$ cat src/hdl/flash_cmd_map.vh
// Register offsets, field positions, codes and reset values of the margin/verify sequencer.
`ifndef FLASH_CMD_MAP_VH
`define FLASH_CMD_MAP_VH
// Register word offsets (byte address = 4 * offset).
`define OFS_CTRL 4'h0
`define OFS_INDEX 4'h1
`define OFS_WORD 4'h2
`define OFS_STATUS 4'h3
`define OFS_IRQ_STAT 4'h4
`define OFS_IRQ_MASK 4'h5
`define OFS_MARGIN 4'h6
// Control register bits.
`define CTRL_CIE_BIT 0
`define CTRL_SPECIAL_BIT 1
// Status register bits (write one to clear ACC; PV always reads zero; write one to CCF launches).
`define ST_CCF_BIT 7
`define ST_ACC_BIT 5
`define ST_PV_BIT 4
`define ST_VERR_BIT 1
`define ST_VUNC_BIT 0
// Event bits of the sticky interrupt status.
`define EV_DONE_BIT 0
`define EV_ACC_BIT 1
`define EV_VERR_BIT 2
// Command codes.
`define CMD_USER_MARGIN 8'h0D
`define CMD_FIELD_MARGIN 8'h0E
`define CMD_ERASE_VERIFY 8'h10
// Word index values required at launch.
`define IX_MARGIN 3'h1
`define IX_VERIFY 3'h2
// Margin level settings.
`define LVL_NORMAL 16'h0000
`define LVL_USER_MAX 16'h0002
`define LVL_FIELD_MAX 16'h0004
// Reset values.
`define RST_CTRL 2'h0
`define RST_MASK 3'h0
`define RST_LEVEL 3'h0
// Data flash geometry and block ids (global address bits 22:16).
`define DF_BLOCK_ID 7'h10
`define PF_BLOCK_ID 7'h7F
`define ERASED_WORD 16'hFFFF
`endif

$ cat src/hdl/flash_margin_verify.v
// Margin level and data flash section erase-verify command sequencer.
//
// The register offsets and the Avalon-MM interface to the registers are this design's own decisions.
`timescale 1ns/1ps
`include "flash_cmd_map.vh"
module flash_margin_verify #(
  parameter DF_WORDS = 16384,
  parameter DF_AW = 15
) (
  input wire clk, // 200 MHz clock
  input wire reset, // Synchronous reset, active high
  input wire [3:0] avs_address, // Register word address
  input wire avs_read, // Avalon read
  input wire avs_write, // Avalon write
  input wire [31:0] avs_writedata, // Avalon write data
  input wire [3:0] avs_byteenable, // Avalon byte enables
  output reg [31:0] avs_readdata, // Avalon read data
  output reg avs_waitrequest, // Avalon wait request
  output reg df_rd, // Data flash read strobe
  output reg [DF_AW-1:0] df_addr, // Data flash word address
  input wire [15:0] df_rdata, // Data flash read word, next cycle
  input wire df_uncorr, // Uncorrectable fault with the read word
  output reg [2:0] df_level, // Margin level for data flash reads
  output reg [2:0] pf_level, // Margin level for program flash reads
  input wire stop_req, // Stop mode request (same clock)
  output reg stop_ack, // Stop may be entered
  output reg cmd_irq, // Command complete interrupt request
  output reg irq // Masked sticky event interrupt
);
  // --------------------------------------------------------------
  // Sequencer states and storage.
  // --------------------------------------------------------------
  localparam S_IDLE = 2'd0;
  localparam S_READ = 2'd1;
  localparam S_CHECK = 2'd2;
  localparam S_DONE = 2'd3;

  reg [1:0] state_q;
  reg [15:0] words_q [0:7];
  reg [2:0] index_q;
  reg [1:0] ctrl_q;
  reg ccf_q, acc_q, verr_q, vunc_q;
  reg [2:0] ev_q, mask_q;
  reg [DF_AW-1:0] ptr_q;
  reg [16:0] left_q;
  reg wait_q;

  // --------------------------------------------------------------
  // Decoding helpers.
  // --------------------------------------------------------------
  // Validity of a block id given as global address bits 22:16.
  function blk_ok;
    input [6:0] id;
    begin
      blk_ok = (id == `DF_BLOCK_ID) || (id == `PF_BLOCK_ID);
    end
  endfunction

  // Highest setting that a margin command accepts.
  function [15:0] lvl_max;
    input field;
    begin
      lvl_max = field ? `LVL_FIELD_MAX : `LVL_USER_MAX;
    end
  endfunction

  // --------------------------------------------------------------
  // Command word fields.
  // --------------------------------------------------------------
  // word layout
  wire [7:0] code = words_q[0][15:8];
  wire [6:0] blk = words_q[0][6:0];
  wire [15:0] setting = words_q[1];
  wire [15:0] start = words_q[1];
  wire [15:0] count = words_q[2];
  wire special = ctrl_q[`CTRL_SPECIAL_BIT];
  wire sel = avs_read | avs_write;
  wire acc_wr = avs_write & ~wait_q;
  wire acc_rd = avs_read & ~wait_q;
  // A launch is refused while an access error is pending or stop is requested.
  wire launch = acc_wr && avs_address == `OFS_STATUS && avs_byteenable[0] &&
    avs_writedata[`ST_CCF_BIT] && ccf_q && !acc_q && !stop_req;
  // The end is two bits wider than the operands so that a wrap cannot hide an overrun.
  wire [17:0] range_end = {2'b00, start} + {2'b00, count};

  // --------------------------------------------------------------
  // Parameter checks at launch.
  // --------------------------------------------------------------

  reg bad;
  always @* begin
    bad = 1'b0;
    case (code)
      `CMD_USER_MARGIN: begin
        bad = (index_q != `IX_MARGIN) || !blk_ok(blk);
        if (setting > lvl_max(1'b0)) bad = 1'b1;
      end
      `CMD_FIELD_MARGIN: begin
        bad = (index_q != `IX_MARGIN) || !special || !blk_ok(blk);
        if (setting > lvl_max(1'b1)) bad = 1'b1;
      end
      `CMD_ERASE_VERIFY: begin
        bad = (index_q != `IX_VERIFY);
        if ((blk != `DF_BLOCK_ID) || (start >= DF_WORDS)) bad = 1'b1;
        if (start[0]) bad = 1'b1;
        if (range_end > DF_WORDS) bad = 1'b1;
      end
      default: bad = 1'b1;
    endcase
  end

  // --------------------------------------------------------------
  // Bus slave: one wait cycle per access.
  // --------------------------------------------------------------
  always @(posedge clk) begin
    if (reset) begin
      wait_q <= 1'b1;
      avs_waitrequest <= 1'b1;
    end else begin
      wait_q <= sel ? ~wait_q : 1'b1;
      avs_waitrequest <= ~(sel & wait_q);
    end
  end

  integer i;
  always @(posedge clk) begin
    if (reset) begin
      for (i = 0; i < 8; i = i + 1) words_q[i] <= 16'h0000;
      index_q <= 3'h0;
      ctrl_q <= `RST_CTRL;
      mask_q <= `RST_MASK;
      avs_readdata <= 32'h0000_0000;
    end else begin
      if (acc_wr && ccf_q) begin
        if (avs_address == `OFS_INDEX) index_q <= avs_writedata[2:0];
        if (avs_address == `OFS_WORD) words_q[index_q] <= avs_writedata[15:0];
      end
      if (acc_wr && avs_address == `OFS_CTRL) ctrl_q <= avs_writedata[1:0];
      if (acc_wr && avs_address == `OFS_IRQ_MASK) mask_q <= avs_writedata[2:0];
      // Read data are loaded in the wait cycle, so that they already stand
      // at the edge where the master sees waitrequest low.
      if (avs_read && wait_q) begin
        case (avs_address)
          `OFS_CTRL: avs_readdata <= {30'h0, ctrl_q};
          `OFS_INDEX: avs_readdata <= {29'h0, index_q};
          `OFS_WORD: avs_readdata <= {16'h0, words_q[index_q]};
          `OFS_STATUS: avs_readdata <= {24'h0, ccf_q, 1'b0, acc_q, 1'b0, 2'b00,
            verr_q, vunc_q};
          `OFS_IRQ_STAT: avs_readdata <= {29'h0, ev_q};
          `OFS_IRQ_MASK: avs_readdata <= {29'h0, mask_q};
          `OFS_MARGIN: avs_readdata <= {26'h0, pf_level, df_level};
          default: avs_readdata <= 32'h0000_0000;
        endcase
      end
    end
  end

  // --------------------------------------------------------------
  // Command sequencer.
  // --------------------------------------------------------------
  wire clr_acc = acc_wr && avs_address == `OFS_STATUS && avs_byteenable[0] &&
    avs_writedata[`ST_ACC_BIT];
  reg set_acc, set_verr, set_done;
  always @(posedge clk) begin
    if (reset) begin
      state_q <= S_IDLE;
      ccf_q <= 1'b1;
      acc_q <= 1'b0;
      verr_q <= 1'b0;
      vunc_q <= 1'b0;
      df_level <= `RST_LEVEL;
      pf_level <= `RST_LEVEL;
      df_rd <= 1'b0;
      df_addr <= {DF_AW{1'b0}};
      ptr_q <= {DF_AW{1'b0}};
      left_q <= 17'h0;
      set_acc <= 1'b0;
      set_verr <= 1'b0;
      set_done <= 1'b0;
    end else begin
      set_acc <= 1'b0;
      set_verr <= 1'b0;
      set_done <= 1'b0;
      df_rd <= 1'b0;
      if (clr_acc) acc_q <= 1'b0;
      case (state_q)
        S_IDLE: begin
          if (launch) begin
            ccf_q <= 1'b0;
            if (bad) begin
              acc_q <= 1'b1;
              set_acc <= 1'b1;
              state_q <= S_DONE;
            end else if (code == `CMD_ERASE_VERIFY) begin
              verr_q <= 1'b0;
              vunc_q <= 1'b0;
              ptr_q <= start[DF_AW-1:0];
              left_q <= {1'b0, count};
              state_q <= (count == 16'h0) ? S_DONE : S_READ;
            end else begin
              if (blk == `DF_BLOCK_ID) df_level <= setting[2:0];
              else pf_level <= setting[2:0];
              state_q <= S_DONE;
            end
          end
        end
        S_READ: begin
          df_rd <= 1'b1;
          df_addr <= ptr_q;
          state_q <= S_CHECK;
        end
        S_CHECK: begin
          // The read word arrives one cycle after the strobe, so the first
          // cycle here only waits for it.
          if (!df_rd) begin
            if (df_rdata != `ERASED_WORD || df_uncorr) begin
              verr_q <= 1'b1;
              set_verr <= 1'b1;
            end
            if (df_uncorr) vunc_q <= 1'b1;
            ptr_q <= ptr_q + {{(DF_AW-1){1'b0}}, 1'b1};
            left_q <= left_q - 17'h1;
            state_q <= (left_q == 17'h1) ? S_DONE : S_READ;
          end
        end
        default: begin
          ccf_q <= 1'b1;
          set_done <= 1'b1;
          state_q <= S_IDLE;
        end
      endcase
    end
  end

  // --------------------------------------------------------------
  // Interrupts and stop handshake.
  // --------------------------------------------------------------
  wire rd_ev = acc_rd && avs_address == `OFS_IRQ_STAT;
  wire [2:0] ev_set = {set_verr, set_acc, set_done};
  // A set in the cycle of a read clear wins; an event set in the read's wait cycle is cleared unread.
  wire [2:0] ev_keep = rd_ev ? 3'h0 : ev_q;
  wire [2:0] ev_next = ev_keep | ev_set;
  always @(posedge clk) begin
    if (reset) begin
      ev_q <= 3'h0;
      irq <= 1'b0;
      cmd_irq <= 1'b0;
      stop_ack <= 1'b0;
    end else begin
      ev_q <= ev_next;
      irq <= |(ev_next & mask_q);
      cmd_irq <= ccf_q & ctrl_q[`CTRL_CIE_BIT];
      stop_ack <= stop_req & ccf_q & (state_q == S_IDLE);
    end
  end
endmodule // flash_margin_verify
$ cat config.mk
export PLATFORM = sky130hd
export DESIGN_NAME = flash_margin_verify
export DESIGN_NICKNAME = d
export VERILOG_FILES = /design/src/hdl/flash_margin_verify.v
export VERILOG_INCLUDE_DIRS = /design/src /design/src/hdl
export SDC_FILE = /design/constraint.sdc
export NUM_CORES = 1
export LEC_CHECK = 0
export BUFFER_PORTS_ARGS = -buffer_cell sky130_fd_sc_hd__clkbuf_2
export CAP_MARGIN = 20
export CORE_UTILIZATION = 54
export CTS_BUF_LIST = sky130_fd_sc_hd__clkbuf_16
export DETAILED_ROUTE_END_ITERATION = 8
export GPL_TIMING_DRIVEN = 0
export HOLD_SLACK_MARGIN = 0.1
export PLACE_DENSITY = 0.78
export SETUP_SLACK_MARGIN = 0.3
export SLEW_MARGIN = 25
export SYNTH_ARGS = -nofsm -noshare
export SYNTH_HDL_FRONTEND = slang
export SYNTH_SLANG_ARGS = --single-unit
$ cat constraint.sdc
create_clock -name clk -period 3.65 [get_ports clk]
set_clock_uncertainty 0.2 [all_clocks]
set_input_delay 0.9125 -clock clk [delete_from_list [all_inputs] [get_ports clk]]
set_output_delay 0.9125 -clock clk [all_outputs]
set_load 0.05 [all_outputs]
After elaboration in Yosys (flattened, before gate mapping)
Memories as Yosys holds them, arrays and structs flattened. A register that Yosys moved wholly into a read port is not among the register bits.
Index checks and enable logic that the tools add are counted.
- reductions and logical operators: 41
- bitwise operators: 19
- add/sub/neg operators: 3
- equality and inequality tests: 24
- order comparisons: 4
- muxes and demuxes: 55
- operator list (kind ; number):
    one-hot mux 16 bit (7 select lines) ; 1
    two-way mux 17 bit ; 4
    two-way mux 15 bit ; 4
    one-hot mux 17 bit (2 select lines) ; 1
    one-hot mux 15 bit (2 select lines) ; 1
    two-way mux 1 bit ; 28
    adder 16 x 16 -> 17 bit ; 1
    equality test 17 x 1 -> 1 bit, second input constant ; 1
    greater-than comparator 17 x 15 -> 1 bit, second input constant ; 1
    subtractor 17 x 1 -> 17 bit, second input constant ; 1
    equality test 8 x 4 -> 1 bit, second input constant ; 2
    greater-or-equal comparator 16 x 15 -> 1 bit, second input constant ; 1
    greater-than comparator 16 x 2 -> 1 bit, second input constant ; 1
    greater-than comparator 16 x 3 -> 1 bit, second input constant ; 1
    logical NOT 16 bit ; 1
    two-way mux 16 bit ; 1
    != test 16 bit, second input constant ; 1
    OR reduction 16 bit ; 1
    adder 15 x 1 -> 15 bit, second input constant ; 1
    AND reduction 5 bit ; 3
    equality test 4 x 3 -> 1 bit, second input constant ; 3
    logical AND 1 bit ; 12
    two-way mux 2 bit ; 6
    two-way mux 3 bit ; 4
    other kinds (28) ; 65
- memories: 1
- register bits: 111
- input port bits: 62
- bits in writable memories: 128
- memories (memory ; depth ; bits a word ; read ports ; clocked after Yosys merged registers in ; write ports ; RTL line ; text):
    words_q ; 8 ; 16 ; 4 ; 1 ; 8 ; flash_margin_verify.v:39 ; reg [15:0] words_q [0:7];

Longest topological paths before layout
Gate-level depths: netlist of the first run.
- depth in word-level cells: 10
- mapped depth: 13
- depth with buffers taken out: 11

Least setup slack after synthesis of the first run
OpenSTA, ideal clock, no wires.
- path type: input to register
- start point: input avs_address[1]
- end point: memory words_q[4][0] (enable)
- arrival time: 3.179 ns
- required time: 3.039 ns
- path slack: -0.140 ns
- stages on the path: 7
- cell sequence: clkbuf_1 > inv_1 > nor2_1 > nand2_1 > inv_1 > nand4b_1 > o21ai_0
- RTL lines (what ; RTL line ; text):
    start, declared ; flash_margin_verify.v:12 ; input wire [3:0] avs_address,
    end, declared ; flash_margin_verify.v:39 ;

==> qor.txt, run 1 <==
YOSYS
----------------------------------------------------------------------------------------
Share of the synthesized area in compound gates (AO/OA/AOI/OAI)                    0.122
Post-synth top flop                                                             edfxtp_1
Post-Synth XOR/XNOR Area                                                         0.00369
Ys Warns                                                                               0
Syn Area/Cell                                                                   10.5 um2
Largest family of logic cells by synthesized area                           simple AND/OR/NAND/NOR gates
Netlist Area Pre-Place                                                        0.0119 mm2
Cell types with the largest area share after synthesis                      edfxtp_1 32%, dfxtp_1 17%, and2_1 7.0%
Number of enable flip-flop cells after synthesis                                     128
Sequential fraction of the synthesis area                                          0.489
FF+latch count, synth                                                                226
Share of the synthesized area in the top cell type                                 0.324
Post-synth ARST share                                                                  0
Synthesized-area fraction occupied by adder cells                                 0.0259
Proportion of synthesized area in mux cells                                        0.108
Post-synth cell types                                                                 76
Post-synthesis cell count                                                           1127
Simple logic cell fraction of the synthesized area                                 0.213
Cell type with the highest aggregate area in the netlist                        edfxtp_1

CLOCKING
----------------------------------------------------------------------------------------
Htree depth                                                                            1
Longest Clk Path Bufs                                                                  3
Skew-Pair Late Insertion Delay                                                    520 ps
TritonCTS clock tree                                                                 yes
Clock tree root driver cell                                                    clkbuf_16
Clock Sink Count                                                                     226
Num CTS Buffers                                                                       25
Clock slew at reported path FFs                                                    60 ps

PWR
----------------------------------------------------------------------------------------
Power spent charging and discharging nets                                        2110 uW
Net switching share of the total power                                             0.314
Logic pwr share                                                                    0.231
Maximum VDD drop                                                                  411 uV
Internal Pwr Total                                                               4610 uW
Clk network pwr share                                                              0.335
Cell leakage power                                                            0.00557 uW
Areal power density over the cells                                            465 mW/mm2
Sequential cell fraction of total power                                            0.434

TIMING
----------------------------------------------------------------------------------------
Slew @ Worst Pin                                                                 1090 ps
Top achievable clock speed                                                       265 MHz
Final hold vios                                                                        0
Worst slew margin relative to its limit                                            0.272
Final setup violation count                                                           32
Worst hold margin                                                                 276 ps
Portion of the clock cycle consumed by the worst path in the final layout           1.03
Final critical-path required period                                              3770 ps
Fin. max-slew vios                                                                     0
Worst Setup Slack, final                                                         -119 ps
Setup repair after global routing missed its margin                                 true
Fin Setup TNS                                                                   -2000 ps

FLOORPLANNING
----------------------------------------------------------------------------------------
Overall die width                                                                 150 um
Area enclosed by the die boundary                                             0.0226 mm2
Die Height                                                                        150 um
IO Count                                                                             120
Starting utilization of the core area                                              0.557
Placeable core region                                                         0.0213 mm2
Std-Cell Rows                                                                         53

WORST SETUP PATH
----------------------------------------------------------------------------------------
Critical Path Source                                                        words_q[1][0]$_SDFFCE_PN0P_
Data arrival time at the worst-slack endpoint                                    3980 ps
Launch instance of the worst register-to-register path                      words_q[1][0]$_SDFFCE_PN0P_
Category of the worst setup path capture point                                      flop
Cell type group with the largest total delay on the critical path           compound AO/OA/AOI/OAI gates
Number of cells on the critical path                                                  12
Cells on worst reg2reg path                                                           12
Setup slack, reg-to-reg                                                          -120 ps
Reg2reg end                                                                 state_q[1]$_SDFFE_PP0P_
Critical path fanouts, max                                                             4
Buffering stage count on the worst path with inverters included                        1
Required arrival time at the worst endpoint                                      3860 ps
Max stage delay cell, worst path                                                edfxtp_1
Largest stage delay, worst path                                                   500 ps
Type of the setup path with the least slack                                      reg2reg
Critical Path Source Type                                                           flop
Worst path cell trace                                                       ha_2, fa_2, a21o_1, a221oi_2, a211oi_1, a31oi_1, o2111ai_2, o31ai_4, buf_4, a21oi_2, or4_1, a32o_1

PLACED DESIGN
----------------------------------------------------------------------------------------
Routability Congestion                                                              1.01
IO Port Bufs                                                                          80
Post-detailed-placement half-perimeter wirelength                                24.2 mm

FINISH
----------------------------------------------------------------------------------------
Most frequent standard cell in the layout excluding fill and tap cells            and2_1
Layout cells sized above 1                                                         0.245
Area added between synthesis and finish                                            21.7%
Commonest cells after routing, fill and taps aside                          133 x and2_1, 128 x edfxtp_1, 98 x dfxtp_1
Post-layout net count                                                               1383
End-of-flow core utilization                                                       0.678
Fillcell total                                                                      1570

ROUTE
----------------------------------------------------------------------------------------
Remaining antenna violation count after routing                                        0
Total via count in the routed design                                               10.3k
Post-route DRC                                                                         0
Number of DRC violations after detailed-routing iteration 0                         1117
Avg WL per Cell                                                                  22.7 um
Vias per inst                                                                       6.46
Routed WL                                                                        36.2 mm
First-pass DRT Iterations                                                              8

GRT
----------------------------------------------------------------------------------------
Total track usage                                                                  0.321
Number of global-route vias before repair                                           9694
Antenna violations before repair                                                       1
Total gr overflow                                                                      0
Largest net degree at the start of global routing                                     17
Global-route wire length before repair                                           54.4 mm

WORST HOLD PATH
----------------------------------------------------------------------------------------
Worst hold endpoint                                                         left_q[16]$_SDFFE_PP0P_
Cell count of the worst hold path                                                      2
Min-Delay Startpoint                                                        left_q[16]$_SDFFE_PP0P_
Hold WC Path Type                                                                reg2reg

RUN STATUS
----------------------------------------------------------------------------------------
Violated checks                                                             negative setup slack
Run status                                                                  finished, violations left

RUN
----------------------------------------------------------------------------------------
Max-Cap Viols                                                                          0

## what timing repair did
item	4_1_cts	5_1_grt
hold buffers	0	0
cloned	6	1
pin swaps	56	3
endpoints found under the setup margin	246	194
gates resized for setup	98	41
buffers inserted	36	5
## how the worst max path moves through the flow
stage	slack, ps	endpoint
CTS	-10	state_q[1]$_SDFFE_PP0P_
detailed placement	-730	words_q[1][11]$_SDFFCE_PN0P_
floorplan	210	state_q[1]$_SDFFE_PP0P_
finish	-120	state_q[1]$_SDFFE_PP0P_
global route	-170	left_q[7]$_SDFFE_PP0P_
global placement	-630	words_q[1][12]$_SDFFCE_PN0P_
## logic make-up (layout without fill, tap and decap cells)
group / count (synthesis) / after routing
AND/OR/NAND/NOR: 470 / 471
flip-flops: 226 / 226
AO/OA/AOI/OAI: 214 / 214
buffers and inverters: 102 / 273
multiplexers: 85 / 85
adder cells (fa/ha/maj): 24 / 24
XOR/XNOR: 5 / 5
other: 1 / 17
## power by group through the flow
| stage | clock network [uW] | registers [uW] | logic, uW |
|---|---|---|---|
| finish | 2250 | 2920 | 1550 |
| global route | 2350 | 2920 | 1660 |
| CTS | 2250 | 2910 | 1440 |
| detailed placement | 0 | 2960 | 1220 |
| global placement | 0 | 2950 | 1190 |
| floorplan | 0 | 2940 | 882 |
## per-stage QoR
step	total power [uW]	instance area, um2	worst slack, ps	std cells
global placement	4150	12700	-628	1497
finish	6720	14400	-119	1590
global route	6930	14400	-169	1589
floorplan	3820	12000	214	1142
CTS	6600	14300	-11.6	1583
detailed placement	4180	12700	-734	1497
## flip-flops by register name, indices dropped and copies added, names as in the netlist, 2 cells and up, named ones only
| name | count |
|---|---|
| df_addr | 15 |
| words_q | 128 |
| ctrl_q | 2 |
| state_q | 2 |
| pf_level | 3 |
| mask_q | 3 |
| left_q | 17 |
| df_level | 3 |
| ev_q | 3 |
| index_q | 3 |
| ptr_q | 15 |
| avs_readdata | 16 |
## tightest hold or removal path: cells and delay by family, from the launching register on
family             cells  cell delay, ps
AOI/OAI and AO/OA      2             110
DFF                    1             320
## routing by layer
metal  GRT usage  vias up  part of all wire
li1            -     4540                 -
met1       0.422     4832              0.38
met2       0.514      716              0.45
met3      0.0558      174              0.11
met4       0.159        2             0.057
met5           0        -           0.00050
## final cells by class
class                           instances  area (um2)  area share
Timing Repair Buffer                  127         907      0.0628
Clock inverter                         19        82.6     0.00572
Multi-Input combinational cell        815        6140       0.425
Antenna cell                            1        2.50    0.000173
Buffer                                 82         455      0.0315
Clock buffer                           25         626      0.0433
Sequential cell                       226        5810       0.402
Tap cell                              275         344      0.0238
Inverter                               20        75.1     0.00520
## cells in the mapped netlist, drive strengths merged, types with 24 or more instances
library cell	instances
and2	133
edfxtp	128
dfxtp	98
nor2	86
nand2	82
clkbuf	52
o21ai	45
a21oi	44
mux2i	42
nor3	39
mux4	33
buf	30
nand3	24
Note: power is estimated with default switching activity, not from simulation.
==> run 2, diff against run 1 <==
--- a/config.mk
+++ b/config.mk
@@ -6,7 +6,7 @@
 export SDC_FILE = /design/constraint.sdc
 export NUM_CORES = 1
 export LEC_CHECK = 0
-export BUFFER_PORTS_ARGS = -buffer_cell sky130_fd_sc_hd__clkbuf_2
+export BUFFER_PORTS_ARGS = -buffer_cell sky130_fd_sc_hd__buf_2
 export CAP_MARGIN = 20
 export CORE_UTILIZATION = 54
 export CTS_BUF_LIST = sky130_fd_sc_hd__clkbuf_16
==> qor.txt, run 2 (synthesis results as in run 1) <==
TIMING
----------------------------------------------------------------------------------------
Worst Setup Slack, final                                                         -157 ps   -38.9 ps
Fin. max-slew vios                                                                     0   unchanged
Worst hold margin                                                                 260 ps   -16.4 ps
Setup repair after global routing missed its margin                                 true
Final hold vios                                                                        0   unchanged
Worst slew margin relative to its limit                                            0.261   -0.0106
Final setup violation count                                                           34   +6.3%
Portion of the clock cycle consumed by the worst path in the final layout           1.04   +0.0107
Top achievable clock speed                                                       263 MHz   -1.0%
Slew @ Worst Pin                                                                 1110 ps   +15.8 ps
Final critical-path required period                                              3810 ps   +38.9 ps

GRT
----------------------------------------------------------------------------------------
Global-route wire length before repair                                           53.2 mm   -2.1%
Antenna violations before repair                                                       0   -1
Largest net degree at the start of global routing                                     17   unchanged
Total gr overflow                                                                      0   unchanged
Number of global-route vias before repair                                           9448   -2.5%
Total track usage                                                                  0.314   -0.00758

PWR
----------------------------------------------------------------------------------------
Areal power density over the cells                                            467 mW/mm2   +0.38%
Maximum VDD drop                                                                  463 uV   +13%
Cell leakage power                                                            0.00563 uW   +1.1%

ROUTE
----------------------------------------------------------------------------------------
Total via count in the routed design                                               10.2k   -0.92%
Post-route DRC                                                                         0   unchanged
Routed WL                                                                        35.6 mm   -1.5%
Metal3 WL                                                                        3.33 mm   -19%
Vias per inst                                                                       6.40   -0.85%
Detailed-routing wirelength on met1                                              14.2 mm   +4.4%
Avg WL per Cell                                                                  22.4 um   -1.4%
Length of routed met2 wiring                                                     16.3 mm   -0.76%
Top layer in use                                                                    met4
Remaining antenna violation count after routing                                        0   unchanged
Number of DRC violations after detailed-routing iteration 0                         1128   +0.98%
First-pass DRT Iterations                                                              5   -3

FINISH
----------------------------------------------------------------------------------------
Largest registers                                                           words_q: 128 flops, left_q: 17 flops, avs_readdata: 16 flops
Max reg flops                                                                        128   unchanged
Post-route standard cell area excluding fillers                               0.0145 mm2   +0.39%
Layout cells sized above 1                                                         0.245   unchanged
Antenna Diode Count                                                                    0   -1
Most frequent standard cell in the layout excluding fill and tap cells            and2_1
Post-layout net count                                                               1382   -0.072%
Commonest cells after routing, fill and taps aside                          133 x and2_1, 128 x edfxtp_1, 98 x dfxtp_1
Fillcell total                                                                      1575   +0.32%
Register with the highest flop count                                             words_q
Area added between synthesis and finish                                            22.2%

FLOORPLANNING
----------------------------------------------------------------------------------------
Area enclosed by the die boundary                                             0.0226 mm2   unchanged
Std-Cell Rows                                                                         53   unchanged
Starting utilization of the core area                                              0.557   unchanged
IO Count                                                                             120   unchanged
Placeable core region                                                         0.0213 mm2   unchanged
Overall die width                                                                 150 um   unchanged
Die Height                                                                        150 um   unchanged

WORST SETUP PATH
----------------------------------------------------------------------------------------
Data arrival time at the worst-slack endpoint                                    4020 ps   +40 ps
Critical Path Source                                                        words_q[1][0]$_SDFFCE_PN0P_
Critical path fanouts, max                                                             3   -1
Category of the worst setup path capture point                                      flop
Critical Path Source Type                                                           flop
Type of the setup path with the least slack                                      reg2reg
Launch instance of the worst register-to-register path                      words_q[1][0]$_SDFFCE_PN0P_
Required arrival time at the worst endpoint                                      3860 ps   about the same

CLOCKING
----------------------------------------------------------------------------------------
Clock Sink Count                                                                     226   unchanged
Number of buffers added to fix hold violations after cts                               0   unchanged
Longest Clk Path Bufs                                                                  3   unchanged
Skew-Pair Late Insertion Delay                                                    520 ps   about the same
Clock slew at reported path FFs                                                    60 ps   about the same
Num CTS Buffers                                                                       25   unchanged
Clock tree root driver cell                                                    clkbuf_16
Htree depth                                                                            1   unchanged
TritonCTS clock tree                                                                 yes

WORST HOLD PATH
----------------------------------------------------------------------------------------
Hold WC Path Type                                                                reg2reg
Min-Delay Startpoint                                                        set_acc$_SDFF_PP0_

RUN STATUS
----------------------------------------------------------------------------------------
Violated checks                                                             negative setup slack
Run status                                                                  finished, violations left

RUN
----------------------------------------------------------------------------------------
Max-Cap Viols                                                                          0   unchanged

PLACED DESIGN
----------------------------------------------------------------------------------------
Placement-stage worst setup slack                                                -629 ps   +105 ps
IO Port Bufs                                                                          80   unchanged
Routability Congestion                                                             0.993   -1.4%
Post-detailed-placement half-perimeter wirelength                                23.9 mm   -1.1%
Instance area at placement                                                    0.0127 mm2   unchanged

-- run 2: cell types whose count changed in the layout (fill, tap and decap cells not counted), sizes merged --
cell,change
clkbuf,-77
diode,-1
bufinv,+1
buf,+77
clkinvlp,+1
clkinv,+1
or2,-1
inv,-2
-- run 2: worst paths after layout --
kind | endpoint | slack [ps] | depth (start not counted)
setup / recovery | state_q[1]$_SDFFE_PP0P_ | -160 | 12
hold / removal | ev_q[1]$_SDFF_PP0_ | 260 | 2
setup reg to reg | state_q[1]$_SDFFE_PP0P_ | -160 | 12
hold reg to reg | ev_q[1]$_SDFF_PP0_ | 260 | 2
-- run 2: where the power goes --
part | internal (uW) | switching (uW)
combinational | 577 | 949
clock | 1310 | 1020
sequential | 2800 | 123
-- run 2: critical path: stages, from the launching register on --
cell	delay [ps]
edfxtp_1	500
ha_2	230
fa_2	350
a21o_1	200
a221o_1	400
o221ai_2	240
xnor2_2	170
nand4_1	190
o31ai_4	380
buf_6	150
a21oi_2	40
or4_4	430
a32o_1	230
-- run 2: stage by stage --
step	instances	util	TNS [ps]	power [uW]
after floorplan	1142	-	0	3820
after global placement	1497	0.597	-85140	4150
after detailed placement	1497	0.598	-85900	4180
after CTS	1574	0.667	-30.0	6660
after global routing	1589	0.681	-6460	6970
final	1589	0.681	-2610	6770
-- run 2: final cells by class --
| type | count | area (um2) | area share |
|---|---|---|---|
| tap | 275 | 344 | 0.0237 |
| clock inverter | 20 | 118 | 0.00811 |
| buffer | 82 | 459 | 0.0317 |
| multi-input combinational | 814 | 6160 | 0.425 |
| timing repair buffer | 127 | 910 | 0.0627 |
| sequential | 226 | 5810 | 0.400 |
| clock buffer | 25 | 626 | 0.0432 |
| inverter | 20 | 75.1 | 0.00518 |
-- run 2: repair_timing --
action | CTS | global route
pin swaps | 52 | 20
buffers inserted | 26 | 14
endpoints found under the setup margin | 208 | 177
cloned | 6 | 1
gates resized for setup | 98 | 49
-- run 2: metal layers --
layer  GRT usage  vias to the layer above
met2       0.496                      631
met1       0.425                     4852
li1            -                     4543
met5           0                        -
met4       0.155                        0
met3      0.0430                      144
==> run 3, diff against run 2 <==
--- a/config.mk
+++ b/config.mk
@@ -14,6 +14,7 @@
 export GPL_TIMING_DRIVEN = 0
 export HOLD_SLACK_MARGIN = 0.1
 export PLACE_DENSITY = 0.78
+export RECOVER_POWER = 100
 export SETUP_SLACK_MARGIN = 0.3
 export SLEW_MARGIN = 25
 export SYNTH_ARGS = -nofsm -noshare
==> qor.txt, run 3 (synthesis results as in run 1) <==
RUN STATUS
----------------------------------------------------------------------------------------
Run status                                                                  finished, violations left
Violated checks                                                             negative setup slack

PLACED DESIGN
----------------------------------------------------------------------------------------
Routability Congestion                                                             0.993   unchanged
Instance count after placement with tap cells included                              1497   unchanged
IO Port Bufs                                                                          80   unchanged
Post-detailed-placement half-perimeter wirelength                                23.9 mm   unchanged

FINISH
----------------------------------------------------------------------------------------
Fillcell total                                                                      1600   +1.6%
End-of-flow core utilization                                                       0.679   -0.00241
Post-layout net count                                                               1382   unchanged
Most frequent standard cell in the layout excluding fill and tap cells            and2_1
Max reg flops                                                                        128   unchanged
Register with the highest flop count                                             words_q
Non-filler cells, final                                                             1589   unchanged
Largest registers                                                           words_q: 128 flops, left_q: 17 flops, avs_readdata: 16 flops
Commonest cells after routing, fill and taps aside                          130 x and2_1, 128 x edfxtp_1, 98 x dfxtp_1
Layout cells sized above 1                                                         0.214   -0.0312
Antenna Diode Count                                                                    0   unchanged
Area added between synthesis and finish                                            21.8%

WORST SETUP PATH
----------------------------------------------------------------------------------------
Required arrival time at the worst endpoint                                      3850 ps   about the same
Data arrival time at the worst-slack endpoint                                    4020 ps   about the same
Largest stage delay, worst path                                                   490 ps   about the same
Critical path fanouts, max                                                             3   unchanged
Type of the setup path with the least slack                                      reg2reg
Max stage delay cell, worst path                                                edfxtp_1
Cell type group with the largest total delay on the critical path           compound AO/OA/AOI/OAI gates
Category of the worst setup path capture point                                      flop
Setup slack, reg-to-reg                                                          -160 ps   about the same
Worst path cell trace                                                       ha_2, fa_2, a21o_1, a221o_1, o221ai_2, xnor2_2, nand4_1, o31ai_4, buf_6, a21oi_2, or4_4, a32o_1
Critical Path Source Type                                                           flop
Buffering stage count on the worst path with inverters included                        1   unchanged

PWR
----------------------------------------------------------------------------------------
Sequential cell fraction of total power                                            0.432   about the same
Maximum VDD drop                                                                  456 uV   -1.7%
Cell leakage power                                                            0.00545 uW   -3.2%
Internal Pwr Total                                                               4680 uW   about the same
Net switching share of the total power                                             0.307   -0.00106
Areal power density over the cells                                            468 mW/mm2   +0.16%
Logic pwr share                                                                    0.226   about the same
Power spent charging and discharging nets                                        2080 uW   -0.53%
Clk network pwr share                                                              0.342   -0.002

TIMING
----------------------------------------------------------------------------------------
Final hold vios                                                                        0   unchanged
Worst slew margin relative to its limit                                            0.260   -0.00150
Final critical-path required period                                              3810 ps   +7.31 ps
Setup repair after global routing missed its margin                                 true
Slew @ Worst Pin                                                                 1110 ps   +2.24 ps
Worst Setup Slack, final                                                         -165 ps   -7.31 ps
Portion of the clock cycle consumed by the worst path in the final layout           1.05   +0.00200
Fin. max-slew vios                                                                     0   unchanged
Final setup violation count                                                           34   unchanged
Top achievable clock speed                                                       262 MHz   -0.19%

ROUTE
----------------------------------------------------------------------------------------
First-pass DRT Iterations                                                              6   +1
Avg WL per Cell                                                                  22.4 um   -0.20%
Post-route DRC                                                                         0   unchanged
Vias per inst                                                                       6.37   -0.43%
Number of DRC violations after detailed-routing iteration 0                         1173   +4.0%
Total via count in the routed design                                               10.1k   -0.43%
Routed WL                                                                        35.6 mm   -0.20%
Remaining antenna violation count after routing                                        0   unchanged

FLOORPLANNING
----------------------------------------------------------------------------------------
IO Count                                                                             120   unchanged
Std-Cell Rows                                                                         53   unchanged
Placeable core region                                                         0.0213 mm2   unchanged
Die Height                                                                        150 um   unchanged
Starting utilization of the core area                                              0.557   unchanged
Overall die width                                                                 150 um   unchanged
Area enclosed by the die boundary                                             0.0226 mm2   unchanged

GRT
----------------------------------------------------------------------------------------
Global-route wire length before repair                                           53.2 mm   unchanged
Largest net degree at the start of global routing                                     17   unchanged
Total gr overflow                                                                      0   unchanged
Antenna violations before repair                                                       0   unchanged
Number of global-route vias before repair                                           9448   unchanged
Total track usage                                                                  0.314   unchanged

CLOCKING
----------------------------------------------------------------------------------------
Clock slew at reported path FFs                                                    60 ps   about the same
Clock Sink Count                                                                     226   unchanged
Number of buffers added to fix hold violations after cts                               0   unchanged
Longest Clk Path Bufs                                                                  3   unchanged
Clock tree root driver cell                                                    clkbuf_16
Skew-Pair Late Insertion Delay                                                    510 ps   about the same
TritonCTS clock tree                                                                 yes
Num CTS Buffers                                                                       25   unchanged
Htree depth                                                                            1   unchanged

WORST HOLD PATH
----------------------------------------------------------------------------------------
Hold WC Path Type                                                                reg2reg

RUN
----------------------------------------------------------------------------------------
Max-Cap Viols                                                                          0   unchanged

[run 3: changes by cell type in the layout (fill, tap and decap cells not counted), sizes merged]
cell	previous run	this run
buf	155	110
clkbuf	79	124
[run 3: power by group through the flow]
stage	Sequential (uW)	Combinational, uW	Clock (uW)
floorplan	2940	882	0
global route	2930	1620	2430
finish	2920	1530	2310
detailed placement	2960	1220	0
CTS	2910	1420	2320
global placement	2950	1190	0
[run 3: worst paths after layout]
path,start,end,depth (start not counted)
setup / recovery,words_q[1][0]$_SDFFCE_PN0P_,state_q[1]$_SDFFE_PP0P_,12
setup reg to reg,words_q[1][0]$_SDFFCE_PN0P_,state_q[1]$_SDFFE_PP0P_,12
hold / removal,set_acc$_SDFF_PP0_,ev_q[1]$_SDFF_PP0_,2
hold reg to reg,set_acc$_SDFF_PP0_,ev_q[1]$_SDFF_PP0_,2
[run 3: stage by stage]
step	setup slack [ps]	hold WS, ps	power [uW]	area (um2)	setup TNS (ps)
after floorplan	214	224	3820	12000	0
after global placement	-617	248	4150	12700	-85140
after detailed placement	-629	249	4180	12700	-85900
after CTS	-30.0	262	6660	14200	-30.0
after global routing	-260	275	6970	14400	-6460
final	-165	263	6760	14400	-2910
[run 3: routing by layer]
layer / track usage / up-vias / routed length, um
li1: - / 4539 / -
met1: 0.425 / 4803 / 14000
met2: 0.496 / 640 / 16100
met3: 0.0430 / 144 / 3480
met4: 0.155 / 0 / 1920
met5: 0 / - / 0
[run 3: tightest hold or removal path: stages (launching register included)]
cell and delay [ps]:
dfxtp_1 310, a21oi_1 50, nor2_1 70
[run 3: final cells by class]
cell class	count	area, um2	share of cell area
plain buffers	82	459	0.0318
clock buffers	25	626	0.0433
clock inverters	20	118	0.00814
inverters	20	75.1	0.00520
multi-input cells	814	6160	0.426
flip-flops and latches	226	5810	0.402
well taps	275	344	0.0238
repair buffers	127	858	0.0594
[run 3: what timing repair did]
| item | CTS | global route |
|---|---|---|
| setup endpoints to repair | 208 | 177 |
| buffers inserted | 26 | 14 |
| gates resized for setup | 98 | 49 |
| cloned | 6 | 1 |
| pin swaps | 52 | 20 |
